--- src/inc/opfs_pkg.sv ---
// Purpose: Shared constants for the four-pin output port with function select
// Assumes: 16-bit register port with a word qualifier, byte addresses
// Notes: Drive and function encodings live here so bench and design agree

package opfs_pkg;

	// Register byte addresses
	localparam logic [15:0] ADDR_DATA = 16'hF228;
	localparam logic [15:0] ADDR_DRV_LO = 16'hF22A;
	localparam logic [15:0] ADDR_DRV_HI = 16'hF22B;
	localparam logic [15:0] ADDR_FSEL_LO = 16'hF22C;
	localparam logic [15:0] ADDR_FSEL_HI = 16'hF22D;

	// Reset values
	localparam logic [3:0] RST_DATA = 4'h0;
	localparam logic [3:0] RST_DRV = 4'h0;
	localparam logic [3:0] RST_FSEL = 4'h0;

	// Field layout: implemented bits sit in 3:0, 7:4 read zero
	localparam int FIELD_LSB = 0;
	localparam int FIELD_W = 4;
	localparam logic [3:0] UPPER_ZERO = 4'h0;

	// Drive mode codes {high bit, low bit}
	localparam logic [1:0] DRV_HIZ = 2'h0;
	localparam logic [1:0] DRV_POD = 2'h1;
	localparam logic [1:0] DRV_NOD = 2'h2;
	localparam logic [1:0] DRV_CMOS = 2'h3;

	// Function codes {high bit, low bit}
	localparam logic [1:0] FN_GPIO = 2'h0;
	localparam logic [1:0] FN_SEC = 2'h1;
	localparam logic [1:0] FN_TER = 2'h2;
	localparam logic [1:0] FN_QUA = 2'h3;

endpackage

--- src/core/opfs_pin_mux.sv ---
// Purpose: Function select for one pin
// Assumes: Sources arrive on the system clock
// Notes: Reserved codes pick a source tied low above, so the chosen level is low

`timescale 1ns/1ps

module opfs_pin_mux
	import opfs_pkg::*;
(
	// Selection
	input wire logic [1:0] fsel,
	// Sources: general data, then codes 01, 10, 11
	input wire logic data_bit,
	input wire logic src_sec,
	input wire logic src_ter,
	input wire logic src_qua,
	// Chosen level
	output logic level
);

	// Pick source by code
	always_comb
	begin
		case (fsel)
			FN_GPIO: level = data_bit;
			FN_SEC: level = src_sec;
			FN_TER: level = src_ter;
			FN_QUA: level = src_qua;
			default: level = data_bit;
		endcase
	end

endmodule // opfs_pin_mux

--- src/core/opfs_pin_drive.sv ---
// Purpose: Drive-mode decode for one pin
// Assumes: Level already selected
// Notes: Open-drain modes drive only one polarity and release otherwise

`timescale 1ns/1ps

module opfs_pin_drive
	import opfs_pkg::*;
(
	// Controls
	input wire logic [1:0] mode,
	input wire logic level,
	// Pin signals
	output logic pin_out,
	output logic pin_oe
);

	// Drive enable per mode
	always_comb
	begin
		pin_out = level;
		case (mode)
			DRV_HIZ: pin_oe = 1'b0;
			DRV_POD: pin_oe = level;
			DRV_NOD: pin_oe = ~level;
			DRV_CMOS: pin_oe = 1'b1;
			default: pin_oe = 1'b0;
		endcase
	end

endmodule // opfs_pin_drive

--- src/core/opfs_top.sv ---
// Purpose: Four-pin output-only port with per-pin function and drive mode
// Assumes: One clock mclk at 50 MHz, async active-high rst, plain register port
// Notes: Sources from clock, timer and pulse-width blocks are same-clock logic
//
// What this block does
// - Pin3 codes: 00 data, 10 timerB, 11 pulse_width_output_7
// - Pin2 codes: 00 data, 10 timerA, 11 pulse_width_output_6
// - Pin1 codes: 00 data, 01 fast clock, 10 pulse_width_output_5
// - Pin0 codes: 00 data, 01 slow clock, 10 pulse_width_output_4
// - Function select byte or word access, reset zero
// - Code 00 drives data register bit
// - Output only, no direction register
// - Four drive modes per pin, independent
// - Reset puts every pin high impedance
// - Data bit 0 low, 1 high
// - Drive codes 00 hiz,01 pod,10 nod,11 cmos
// - Data register resets zero, reads back, upper zero
//
// Decided for this implementation: strobed register access.

`timescale 1ns/1ps

module opfs_top
	import opfs_pkg::*;
(
	// Clock and reset
	input wire logic mclk,
	input wire logic rst,
	// Register port
	input wire logic [15:0] reg_addr,
	input wire logic [15:0] reg_wdata,
	input wire logic reg_word,
	input wire logic reg_wr,
	input wire logic reg_rd,
	output logic [15:0] reg_rdata,
	// Alternate sources, same clock
	input wire logic low_speed_clock_out,
	input wire logic high_speed_clock_out,
	input wire logic timer_a_output,
	input wire logic timer_b_output,
	input wire logic pulse_width_output_4,
	input wire logic pulse_width_output_5,
	input wire logic pulse_width_output_6,
	input wire logic pulse_width_output_7,
	// Pins: level and enable, no input side
	output logic [3:0] out_pin,
	output logic [3:0] out_pin_oe
);

	////////////////////////////////////////////////////////////////////////
	// State

	typedef struct packed {
		logic [3:0] output_data_register;
		logic [3:0] drive_control_low;
		logic [3:0] drive_control_high;
		logic [3:0] pin_function_select_low;
		logic [3:0] pin_function_select_high;
		logic [15:0] rdata;
		logic [3:0] pin;
		logic [3:0] pin_oe;
	} opfs_state_t;

	opfs_state_t st;
	opfs_state_t next_st;

	logic [3:0] sel_level;
	logic [3:0] drv_out;
	logic [3:0] drv_oe;
	logic [1:0] fsel [4];
	logic [1:0] mode [4];
	logic [3:0] src_sec;
	logic [3:0] src_ter;
	logic [3:0] src_qua;

	////////////////////////////////////////////////////////////////////////
	// Per-pin routing

	// Code 01 is unused on pins 2,3 and code 11 on pins 0,1; tied low
	assign src_sec = {1'b0, 1'b0, high_speed_clock_out, low_speed_clock_out};
	assign src_ter = {timer_b_output, timer_a_output, pulse_width_output_5, pulse_width_output_4};
	assign src_qua = {pulse_width_output_7, pulse_width_output_6, 1'b0, 1'b0};

	generate
		for (genvar i = 0; i < 4; i++)
		begin : g_pin
			// Function code and drive code pair per pin
			assign fsel[i] = {st.pin_function_select_high[i], st.pin_function_select_low[i]};
			assign mode[i] = {st.drive_control_high[i], st.drive_control_low[i]};

			opfs_pin_mux u_mux
			(
				.fsel(fsel[i]),
				.data_bit(st.output_data_register[i]),
				.src_sec(src_sec[i]),
				.src_ter(src_ter[i]),
				.src_qua(src_qua[i]),
				.level(sel_level[i])
			);

			opfs_pin_drive u_drv
			(
				.mode(mode[i]),
				.level(sel_level[i]),
				.pin_out(drv_out[i]),
				.pin_oe(drv_oe[i])
			);
		end
	endgenerate

	////////////////////////////////////////////////////////////////////////
	// Next state

	// Word access at the even address of a pair also writes the odd byte
	always_comb
	begin
		next_st = st;
		next_st.rdata = 16'h0000;
		if (reg_wr)
		begin
			case (reg_addr)
				ADDR_DATA: next_st.output_data_register = reg_wdata[3:0];
				ADDR_DRV_LO:
				begin
					next_st.drive_control_low = reg_wdata[3:0];
					if (reg_word)
						next_st.drive_control_high = reg_wdata[11:8];
				end
				ADDR_DRV_HI: next_st.drive_control_high = reg_wdata[3:0];
				ADDR_FSEL_LO:
				begin
					next_st.pin_function_select_low = reg_wdata[3:0];
					if (reg_word)
						next_st.pin_function_select_high = reg_wdata[11:8];
				end
				ADDR_FSEL_HI: next_st.pin_function_select_high = reg_wdata[3:0];
				default: next_st.rdata = 16'h0000;
			endcase
		end
		// Read data valid only in the cycle after the strobe
		if (reg_rd)
		begin
			case (reg_addr)
				ADDR_DATA: next_st.rdata = {8'h00, UPPER_ZERO, st.output_data_register};
				ADDR_DRV_LO:
					next_st.rdata = reg_word ? {4'h0, st.drive_control_high, UPPER_ZERO, st.drive_control_low}
						: {8'h00, UPPER_ZERO, st.drive_control_low};
				ADDR_DRV_HI: next_st.rdata = {8'h00, UPPER_ZERO, st.drive_control_high};
				ADDR_FSEL_LO:
					next_st.rdata = reg_word
						? {4'h0, st.pin_function_select_high, UPPER_ZERO, st.pin_function_select_low}
						: {8'h00, UPPER_ZERO, st.pin_function_select_low};
				ADDR_FSEL_HI: next_st.rdata = {8'h00, UPPER_ZERO, st.pin_function_select_high};
				default: next_st.rdata = 16'h0000;
			endcase
		end
		// Pins are registered; no direction state exists at all
		next_st.pin = drv_out;
		next_st.pin_oe = drv_oe;
	end

	////////////////////////////////////////////////////////////////////////
	// Registers

	// All pins released while reset holds
	always_ff @(posedge mclk or posedge rst)
	begin
		if (rst)
		begin
			st.output_data_register <= RST_DATA;
			st.drive_control_low <= RST_DRV;
			st.drive_control_high <= RST_DRV;
			st.pin_function_select_low <= RST_FSEL;
			st.pin_function_select_high <= RST_FSEL;
			st.rdata <= 16'h0000;
			st.pin <= 4'h0;
			st.pin_oe <= 4'h0;
		end
		else
			st <= next_st;
	end

	// Outputs straight from flops
	assign reg_rdata = st.rdata;
	assign out_pin = st.pin;
	assign out_pin_oe = st.pin_oe;

endmodule // opfs_top

--- config.mk ---
export PLATFORM = sky130hd
export DESIGN_NAME = opfs_top
export DESIGN_NICKNAME = d
export VERILOG_FILES = /design/src/inc/opfs_pkg.sv /design/src/core/opfs_pin_mux.sv /design/src/core/opfs_pin_drive.sv /design/src/core/opfs_top.sv
export SDC_FILE = /design/constraint.sdc
export NUM_CORES = 1
export LEC_CHECK = 0
export ABC_CLOCK_PERIOD_IN_PS = 1600
export BUFFER_PORTS_ARGS = -buffer_cell sky130_fd_sc_hd__buf_2
export CORE_UTILIZATION = 50
export CTS_BUF_LIST = sky130_fd_sc_hd__clkbuf_8
export CTS_CLUSTER_DIAMETER = 40
export CTS_CLUSTER_SIZE = 24
export DETAILED_ROUTE_END_ITERATION = 16
export PLACE_DENSITY = 0.83
export RECOVER_POWER = 25
export SLEW_MARGIN = 20
export SYNTH_ARGS = -nofsm -noshare
export SYNTH_HDL_FRONTEND = slang
export SYNTH_SLANG_ARGS = --single-unit
--- constraint.sdc ---
create_clock -name mclk -period 1.6 [get_ports mclk]
set_input_delay 0.32 -clock mclk [delete_from_list [all_inputs] [get_ports mclk]]
set_output_delay 0.32 -clock mclk [all_outputs]
set_load 0.03 [all_outputs]
==> results by group, run 1 <==
Status
  – Failing checks: setup timing
  – Status: complete, but fails checks

Pwr
  – VDD IR max: 370 µV
  – Total Power: around 1.9 mW
  – Power Dens Cells: roughly 730 mW/mm²
  – Leak pwr: 1.30 nW

Synth
  – Largest cells by area after synthesis: dfrtp_1 (50%), mux2_2 (11%), mux2_1 (9.4%), a22oi_1 (3.3%), buf_4 (3.3%)
  – Post-synthesis compound-gate area fraction: 9.26%
  – Count leader, synth: dfrtp_1
  – Post-synthesis sequential area ratio: 50.1%
  – Top_reg_cell synth: dfrtp_1
  – Ys async rst share: 100%
  – Adder-cell share of the synthesized area: 0%
  – Synth Instances: 136
  – Post-synth cell types: 30
  – Flops & latches, synth: 36
  – Largest family of logic cells by synthesized area: multiplexers
  – Synth area leader: dfrtp_1
  – Mux contribution to synthesized area: about 22%
  – Ys Warns: 0
  – Post-Synth Simple-Gate Area: between 10% and 20%
  – Most instantiated cells after synthesis: dfrtp_1 (36), mux2_2 (18), mux2_1 (15), a22oi_1 (8), buf_4 (8)
  – Post-Synth XOR/XNOR Area: 0%
  – Mapped Area: between 0.0015 and 0.002 mm²
  – Post-synth EDFFs: 0
  – Avg Cell Area, Syn: 13.2 µm²
  – Synth top area share: around half

CTS
  – Clock Path Buffers: 2
  – Clock sink count: 36
  – CTS buffer count: 5
  – Worst-Skew Late Latency: 290 ps
  – CTS root buffer: clkbuf_8
  – CTS H-Tree Depth: 2
  – # hold bufs at CTS: 0
  – Worst-path clk slew: 80 ps
  – CTS tree: built

Setup path
  – Top delay family on crit path: simple AND/OR/NAND/NOR gates
  – Reg2reg path depth: 3
  – Critical Path Most Common Cell: buf_4
  – R2r setup slk: about 180 ps
  – CP Cell Sequence: buf_6 -> or4b_4 -> buf_4 -> nor4_4 -> buf_4 -> or4_4 -> o21ai_4 -> nor3b_2
  – Reg2reg end: out_pin_oe[3]
  – Critical path peak fanout: 8
  – WP data arrival: 2120 ps
  – Crit start category: input pin
  – Crit Path Class: input pin to flop
  – Slowest stage delay, CP: 590 ps
  – Data required, critical path: 1810 ps
  – Reg2Reg Launch Point: fsel[0]
  – Worst Path Buf+Inv: 3
  – Slowest-stage cell, CP: or4b_4
  – Crit end category: flop

Timing
  – Final Hold Viols: 0
  – Crit path time final: approximately 1900 ps
  – Final Hold Slack: roughly 270 ps
  – Final slew viol count: 0
  – Relative slew slack: a little over two fifths
  – Skew final: 4.80 ps
  – Tcrit/Tclk final: 120%
  – Final worst slack: -314 ps
  – Worst slew pin tran: 857 ps
  – Final setup vio count: 28
  – Fmax: approximately 0.52 GHz
  – RSZ-0062 raised after global routing: yes

Routing
  – Post-route DRC violation count: 0
  – Routed wire per std cell: 17.6 µm
  – Aggregate routed wire length: ~4.6 mm
  – Routed Antenna Nets: 0
  – Routed vias: 1483
  – Drt pass-1 iters: 4
  – Via-to-Cell Ratio: 5.68
  – Initial DRC count: 123

Global routing
  – Initial antenna violation count: 0
  – Remaining global-route overflow: 0
  – Met2 usage in global routing: 43.8%
  – Global-route wire length before repair: 6.78 mm
  – GRT Resource Usage Total: 25.8%
  – Largest net degree at the start of global routing: 37
  – Busiest grt layer: met2
  – Met1 usage: a little under a third
  – Met3 usage: 6.42%
  – Vias in the first global route: 1380

Placement
  – Hpwl dp: approximately 2.9 mm
  – # port buffers: 52
  – Placed cell count: 246
  – RePlAce Congestion: 0.824

Floorplan
  – Die area: 0.00384 mm²
  – Die width: between 60 and 70 µm
  – I/O pins: a little under 70
  – Die Height: 61.9 µm
  – Row count: 21
  – Placeable core region: ~0.0034 mm²
  – Initial core utilization: 53.0%

Finish
  – Share of cells above drive strength 1: between 60% and 70%
  – Antenna cells: 0
  – Post-route insts no fill: 261
  – Net count, final: 259
  – Area Growth Syn to Fin: 42.1%

Flow run
  – Max_cap viols: 0

Hold path
  – HP Class: input pin to async pin
-- timing repair --
item,CTS,global route
gates resized for setup,21,12
buffers inserted,5,3
pin swaps,5,3
setup endpoints to repair,28,28
-- logic make-up after synthesis --
logic type | count (synthesis)
other | 1
DFF | 36
and+or+nand+nor | 27
AOI/OAI and AO/OA | 23
buffers and inverters | 13
muxes | 36
-- placed cells by master, fill, tap and decap left out, types with 2 or more instances in the layout --
master / count
mux2_1: 2
a22oi_1: 8
buf_6: 4
nand2_4: 2
dfrtp_1: 36
nor4_4: 4
mux2_4: 18
or4bb_1: 2
buf_2: 50
mux2i_1: 3
buf_4: 21
conb_1: 8
a222oi_1: 4
o21ai_0: 3
mux2_2: 13
a21oi_2: 5
or4b_4: 2
nand4b_1: 2
nor2b_4: 2
nor3b_2: 4
nand3b_1: 2
clkbuf_8: 5
-- through the flow --
stage,cell area [µm²],utilization (%),setup slack [ps],setup TNS (ps)
floorplan,1890,-,-629,-12480
global placement,2240,66.2,-641,-15800
detailed placement,2240,66.2,-678,-15970
CTS,2490,73.4,-325,-6140
global route,2550,75.3,-384,-7850
finish,2550,75.3,-314,-6040
-- area by class of cell --
| class | instances | area (µm²) |
|---|---|---|
| Inverter | 1 | 3.75 |
| Clock buffer | 5 | 68.8 |
| Clock inverter | 3 | 42.5 |
| Multi-Input combinational cell | 94 | 1020 |
| Fill cell | 204 | 836 |
| Sequential cell | 36 | 901 |
| Tap cell | 46 | 57.6 |
| Timing Repair Buffer | 76 | 458 |
-- worst max path at each step --
stage / start / endpoint / slack, ps / cells past startpoint
finish: reg_addr[6] / reg_rdata[9] / -310 / 8
detailed placement: reg_addr[8] / fsel[7] / -680 / 7
global placement: reg_addr[8] / mode[5] / -640 / 8
global route: reg_addr[6] / reg_rdata[9] / -380 / 8
CTS: reg_addr[10] / fsel[7] / -330 / 7
floorplan: reg_addr[4] / mode[1] / -630 / 6
-- metal layers --
metal / vias up / share of wire [%]
met5: - / 0
met4: 0 / 2.7
met3: 14 / 5.7
met2: 73 / 52
met1: 729 / 40
li1: 667 / -
-- tightest hold or removal path, delay by kind of cell --
family   cells  cell delay [ps]
buf+inv      3              790
-- power breakdown --
part | total (mW) | switching [mW] | internal [mW]
Sequential | 0.910 | 0.000290 | 0.910
Clock | 0.799 | 0.338 | 0.461
Combinational | 0.157 | 0.0898 | 0.0671
Total | 1.87 | 0.429 | 1.44
-- sequential cells by signal, indices dropped and copies added (netlist names) --
signal      cells
fsel            8
out_pin_oe      4
out_pin         4
mode            8
st              4
reg_rdata       8
Power figures use the tool's default switching activity.
==> run 2, diff against run 1 <==
--- a/config.mk
+++ b/config.mk
@@ -5,7 +5,7 @@
 export SDC_FILE = /design/constraint.sdc
 export NUM_CORES = 1
 export LEC_CHECK = 0
-export ABC_CLOCK_PERIOD_IN_PS = 1600
+export ABC_CLOCK_PERIOD_IN_PS = 2090
 export BUFFER_PORTS_ARGS = -buffer_cell sky130_fd_sc_hd__buf_2
 export CORE_UTILIZATION = 50
 export CTS_BUF_LIST = sky130_fd_sc_hd__clkbuf_8
==> constraint.sdc (replaced) <==
create_clock -name mclk -period 2.09 [get_ports mclk]
set_input_delay 0.418 -clock mclk [delete_from_list [all_inputs] [get_ports mclk]]
set_output_delay 0.418 -clock mclk [all_outputs]
set_load 0.03 [all_outputs]
==> run 2 against run 1 <==
Net effect: the run still ends with setup timing left; worst setup slack gained 300 ps; die area is the same; sequential share of layout area grew 1.8 points; combinational power shrank 28%; first-iteration DRC count grew 21%; via count shrank 1.0%; critical path type unchanged; critical endpoint is now mode[5]; largest power group unchanged.
==> results by group, run 2 (synthesized netlist as in run 1, its figures left out) <==
CTS
  – Worst-Skew Late Latency: 290 ps
  – Worst-path clk slew: 70 ps
  – Clock Path Buffers: 2
  – CTS buffer count: 5
  – Clock sink count: 36
  – CTS tree: built
  – # hold bufs at CTS: 0
  – CTS H-Tree Depth: 2
  – CTS root buffer: clkbuf_8

Status
  – Status: complete, but fails checks
  – Failing checks: setup timing

Timing
  – Final Hold Viols: 0
  – Tcrit/Tclk final: 101%
  – Worst slew pin tran: 864 ps
  – Fmax: 0.475 GHz
  – Final slew viol count: 0
  – Final Hold Slack: 379 ps
  – Final setup vio count: 7
  – RSZ-0062 raised after global routing: yes
  – Crit path time final: between 2000 and 2500 ps
  – Final worst slack: -13.3 ps
  – Setup TNS: -57.4 ps
  – Relative slew slack: between 40 and 50%
  – Skew final: 0.700 ps

Pwr
  – Net Sw Frac: 22.8%
  – Power Dens Cells: between 500 and 600 mW/mm²
  – Logic gate share of total power: approximately 8.7%
  – Sw Pwr: 297 µW
  – VDD IR max: 283 µV
  – Leak pwr: 1.24 nW
  – Power Internal: 1.00 mW
  – Reg power frac: about 54%
  – Total Power: approximately 1.3 mW
  – Clock share of power: 37.8%

Routing
  – Routed Antenna Nets: 0
  – Routed wire per std cell: around 16 µm
  – Initial DRC count: 149
  – Post-route DRC violation count: 0
  – Via-to-Cell Ratio: 5.65
  – Drt pass-1 iters: 4
  – Aggregate routed wire length: between 4 and 5 mm
  – Routed vias: 1468

Setup path
  – Reg2Reg Launch Point: fsel[0]
  – Critical path peak fanout: 5
  – WP data arrival: 2280 ps
  – Reg2reg path depth: 3
  – R2r setup slk: slightly below 700 ps
  – Crit start category: input pin
  – Crit Path Class: input pin to flop
  – Crit end category: flop
  – Reg2reg end: out_pin_oe[3]
  – Data required, critical path: 2260 ps

Finish
  – Fillcell total: 230
  – Most frequent cells in the layout: buf_2 (51), dfrtp_1 (36), buf_4 (18), mux2_4 (16), mux2_2 (13)
  – Area Growth Syn to Fin: 35.3%
  – Antenna cells: 0
  – Final instance area: 0.00243 mm²
  – Final core occ: 71.7%
  – Net count, final: approximately 260
  – Commonest non-fill, non-tap cell in the layout: buf_2
  – Share of cells above drive strength 1: 56.5%

Global routing
  – Global-route wire length before repair: 6.47 mm
  – Vias in the first global route: 1342
  – Largest net degree at the start of global routing: 37
  – GRT Resource Usage Total: 24.6%
  – Remaining global-route overflow: 0
  – Initial antenna violation count: 0

Hold path
  – HP Class: input pin to async pin

Floorplan
  – Die area: roughly 0.0038 mm²
  – Placeable core region: about 0.0034 mm²
  – Initial core utilization: 53.0%
  – Die width: about 62 µm
  – I/O pins: 69
  – Row count: 21
  – Die Height: between 60 and 70 µm

Placement
  – RePlAce Congestion: between 0.7 and 0.8
  – DP Area: 0.00222 mm²
  – Hpwl dp: 2.87 mm
  – # port buffers: 52

Flow run
  – Max_cap viols: 0
## run 2: what timing repair did
| action | CTS | global route |
|---|---|---|
| gates resized for setup | 6 | 6 |
| pin swaps | 4 | 3 |
| endpoints found under the setup margin | 19 | 20 |
| buffers inserted | 8 | 2 |
## run 2: per-layer routing
metal / share of wire (%) / global-route usage [%]
met1: 40 / 29.8
met2: 48 / 38.3
met3: 7.6 / 7.87
met4: 3.5 / 14.6
met5: 0 / 0
## run 2: per-stage QoR
stage               cells  setup slack [ps]
CTS                   258             0.373
global route          260             -64.3
global placement      242              -305
finish                260             -13.3
detailed placement    242              -407
floorplan             143              -237
## run 2: worst max-delay path, stage by stage
cell and delay (ps):
buf_6 90, or4b_4 570, buf_4 160, nor4_1 230
buf_4 200, a21oi_4 60, nor2b_4 210, mux2_4 320
## run 2: worst max path at each step
| stage | start | cells after the start | slack [ps] | to |
|---|---|---|---|---|
| floorplan | reg_addr[4] | 6 | -240 | mode[1] |
| global placement | reg_addr[8] | 8 | -310 | mode[3] |
| detailed placement | reg_addr[8] | 6 | -410 | fsel[5] |
| CTS | reg_addr[10] | 8 | 0.4 | fsel[3] |
| global route | reg_addr[10] | 7 | -60 | reg_rdata[10] |
| finish | reg_addr[4] | 8 | -10 | mode[5] |
## run 2: area by class of cell
type	count	area (µm²)	share of cell area, %
multi-input combinational	94	918	37.8
sequential	36	901	37.1
timing repair buffer	75	460	18.9
clock buffer	6	82.6	3.40
tap	46	57.6	2.37
clock inverter	2	7.51	0.309
inverter	1	3.75	0.154
## run 2: power groups by stage
stage / Clock [mW] / Combinational, mW / Sequential (mW)
final: 0.491 / 0.113 / 0.697
after global routing: 0.526 / 0.123 / 0.697
after CTS: 0.500 / 0.111 / 0.697
after detailed placement: 0 / 0.106 / 0.710
after global placement: 0 / 0.100 / 0.710
after floorplan: 0 / 0.0650 / 0.710
==> run 3, diff against run 2 <==
--- a/config.mk
+++ b/config.mk
@@ -14,6 +14,7 @@
 export DETAILED_ROUTE_END_ITERATION = 16
 export PLACE_DENSITY = 0.83
 export RECOVER_POWER = 25
+export SKIP_CTS_REPAIR_TIMING = 1
 export SLEW_MARGIN = 20
 export SYNTH_ARGS = -nofsm -noshare
 export SYNTH_HDL_FRONTEND = slang
==> run 3 against run 2 <==
Net effect: the run now ends clean; worst setup slack improved by 35 ps; maximum frequency is 1.7% higher; power increased by 0.18%; sequential power is essentially flat; via count is 2.1% lower; core utilization is 1.1 points lower; clock power barely moved; clock-buffer cell count unchanged; sequential share of layout area up 0.60 points; combinational power about the same; non-clock buffer count shrank 8; hold slack worse by 6.2 ps.
==> results by group, run 3 (synthesized netlist as in run 1, its figures left out) <==
Finish
  – Antenna cells: 0
  – Share of cells above drive strength 1: roughly 57%
  – Area Growth Syn to Fin: 33.1%
  – Post-route insts no fill: 252
  – Net count, final: 250
  – Final instance area: 0.00239 mm²
  – Commonest non-fill, non-tap cell in the layout: buf_2
  – Most frequent cells in the layout: buf_2 (50), dfrtp_1 (36), mux2_4 (16), mux2_2 (13), buf_4 (13)

Pwr
  – Leak pwr: 1.20 nW
  – VDD IR max: 278 µV
  – Power Dens Cells: 545 mW/mm²

CTS
  – CTS H-Tree Depth: 2
  – CTS tree: built
  – Clock Path Buffers: 2
  – CTS buffer count: 5
  – Worst-Skew Late Latency: ~290 ps
  – CTS root buffer: clkbuf_8
  – Clock sink count: 36
  – Worst-path clk slew: 70 ps

Routing
  – Routed Antenna Nets: 0
  – Initial DRC count: 119
  – Post-route DRC violation count: 0
  – Routed vias: between 1000 and 1500
  – Aggregate routed wire length: 4.17 mm
  – Drt pass-1 iters: 4
  – Via-to-Cell Ratio: 5.70
  – Routed wire per std cell: 16.6 µm

Floorplan
  – Die Height: 61.9 µm
  – I/O pins: 69
  – Initial core utilization: between 50% and 60%
  – Placeable core region: 0.00339 mm²
  – Die width: 61.9 µm
  – Die area: 0.00384 mm²
  – Row count: 21

Setup path
  – WP data arrival: roughly 2200 ps
  – Data required, critical path: 2260 ps
  – Critical path peak fanout: 5
  – Crit start category: input pin
  – R2r setup slk: 690 ps
  – Crit end category: flop
  – Reg2reg end: out_pin_oe[3]
  – Crit Path Class: input pin to flop
  – Critical Path Most Common Cell: mux2_4
  – CP Cell Sequence: buf_6 -> or4b_4 -> nor4_4 -> buf_4 -> mux2_4 -> mux2_4
  – Slowest-stage cell, CP: or4b_4
  – Reg2Reg Launch Point: fsel[0]
  – Reg2reg path depth: 3
  – Slowest stage delay, CP: between 500 and 600 ps

Timing
  – Tcrit/Tclk final: 99.0%
  – Worst slew pin tran: 852 ps
  – RSZ-0062 raised after global routing: yes
  – Skew final: 5.28 ps
  – Crit path time final: 2070 ps
  – Fmax: 0.484 GHz
  – Final setup vio count: 0
  – Relative slew slack: 43.2%
  – Final Hold Viols: 0
  – Final slew viol count: 0

Global routing
  – Vias in the first global route: 1301
  – Global-route wire length before repair: 6.18 mm
  – Remaining global-route overflow: 0
  – Largest net degree at the start of global routing: 37
  – GRT Resource Usage Total: between 20% and 30%
  – Initial antenna violation count: 0

Status
  – Status: complete, no violations

Placement
  – Placed cell count: between 200 and 250
  – Hpwl dp: 2.87 mm
  – RePlAce Congestion: just under 0.8
  – DP Area: 0.00222 mm²
  – # port buffers: 52

Hold path
  – HP Class: input pin to async pin

Flow run
  – Max_cap viols: 0
==> run 3: worst max path at each step <==
stage | depth (start not counted) | to | slack, ps | start
CTS | 6 | fsel[5] | -110 | reg_addr[8]
finish | 6 | fsel[5] | 20 | reg_addr[10]
floorplan | 6 | mode[1] | -240 | reg_addr[4]
detailed placement | 6 | fsel[5] | -410 | reg_addr[8]
global route | 6 | fsel[4] | -30 | reg_addr[10]
global placement | 8 | mode[3] | -310 | reg_addr[8]
==> run 3: through the flow <==
| step | hold slack [ps] | setup TNS [ps] | total power [mW] | setup WS, ps | util [%] |
|---|---|---|---|---|---|
| floorplan | 481 | -2230 | 0.775 | -237 | - |
| finish | 373 | 0 | 1.30 | 21.8 | 70.6 |
| global route | 420 | -220 | 1.35 | -32.1 | 70.6 |
| detailed placement | 514 | -8760 | 0.816 | -407 | 65.4 |
| CTS | 226 | -941 | 1.30 | -107 | 68.1 |
| global placement | 500 | -6730 | 0.811 | -305 | 65.4 |
==> run 3: metal layers <==
layer  vias to the layer above  track usage [%]  routed length (µm)
li1                        641                -                   -
met1                       689             26.9                1700
met2                        86             37.8                1950
met3                        21             8.07                 333
met4                         0             13.7                 192
met5                         -                0                   0
==> run 3: cell type report <==
| cell class | instances | area [µm²] |
|---|---|---|
| well taps | 46 | 57.6 |
| multi-input cells | 94 | 945 |
| fillers | 229 | 997 |
| inverters | 1 | 3.75 |
| repair buffers | 67 | 395 |
| clock inverters | 2 | 7.51 |
| flip-flops and latches | 36 | 901 |
| clock buffers | 6 | 82.6 |
==> run 3: where the power goes <==
part | internal [mW] | switching, mW | leakage (nW)
Combinational | 0.0492 | 0.0639 | 0.641
Sequential | 0.697 | 0.000208 | 0.503
Clock | 0.259 | 0.235 | 0.0538
==> run 3: worst max-delay path, delay by kind of cell <==
| family | cells | cell delay [ps] |
|---|---|---|
| buf+inv | 2 | 300 |
| mux | 2 | 570 |
| simple gates | 2 | 960 |
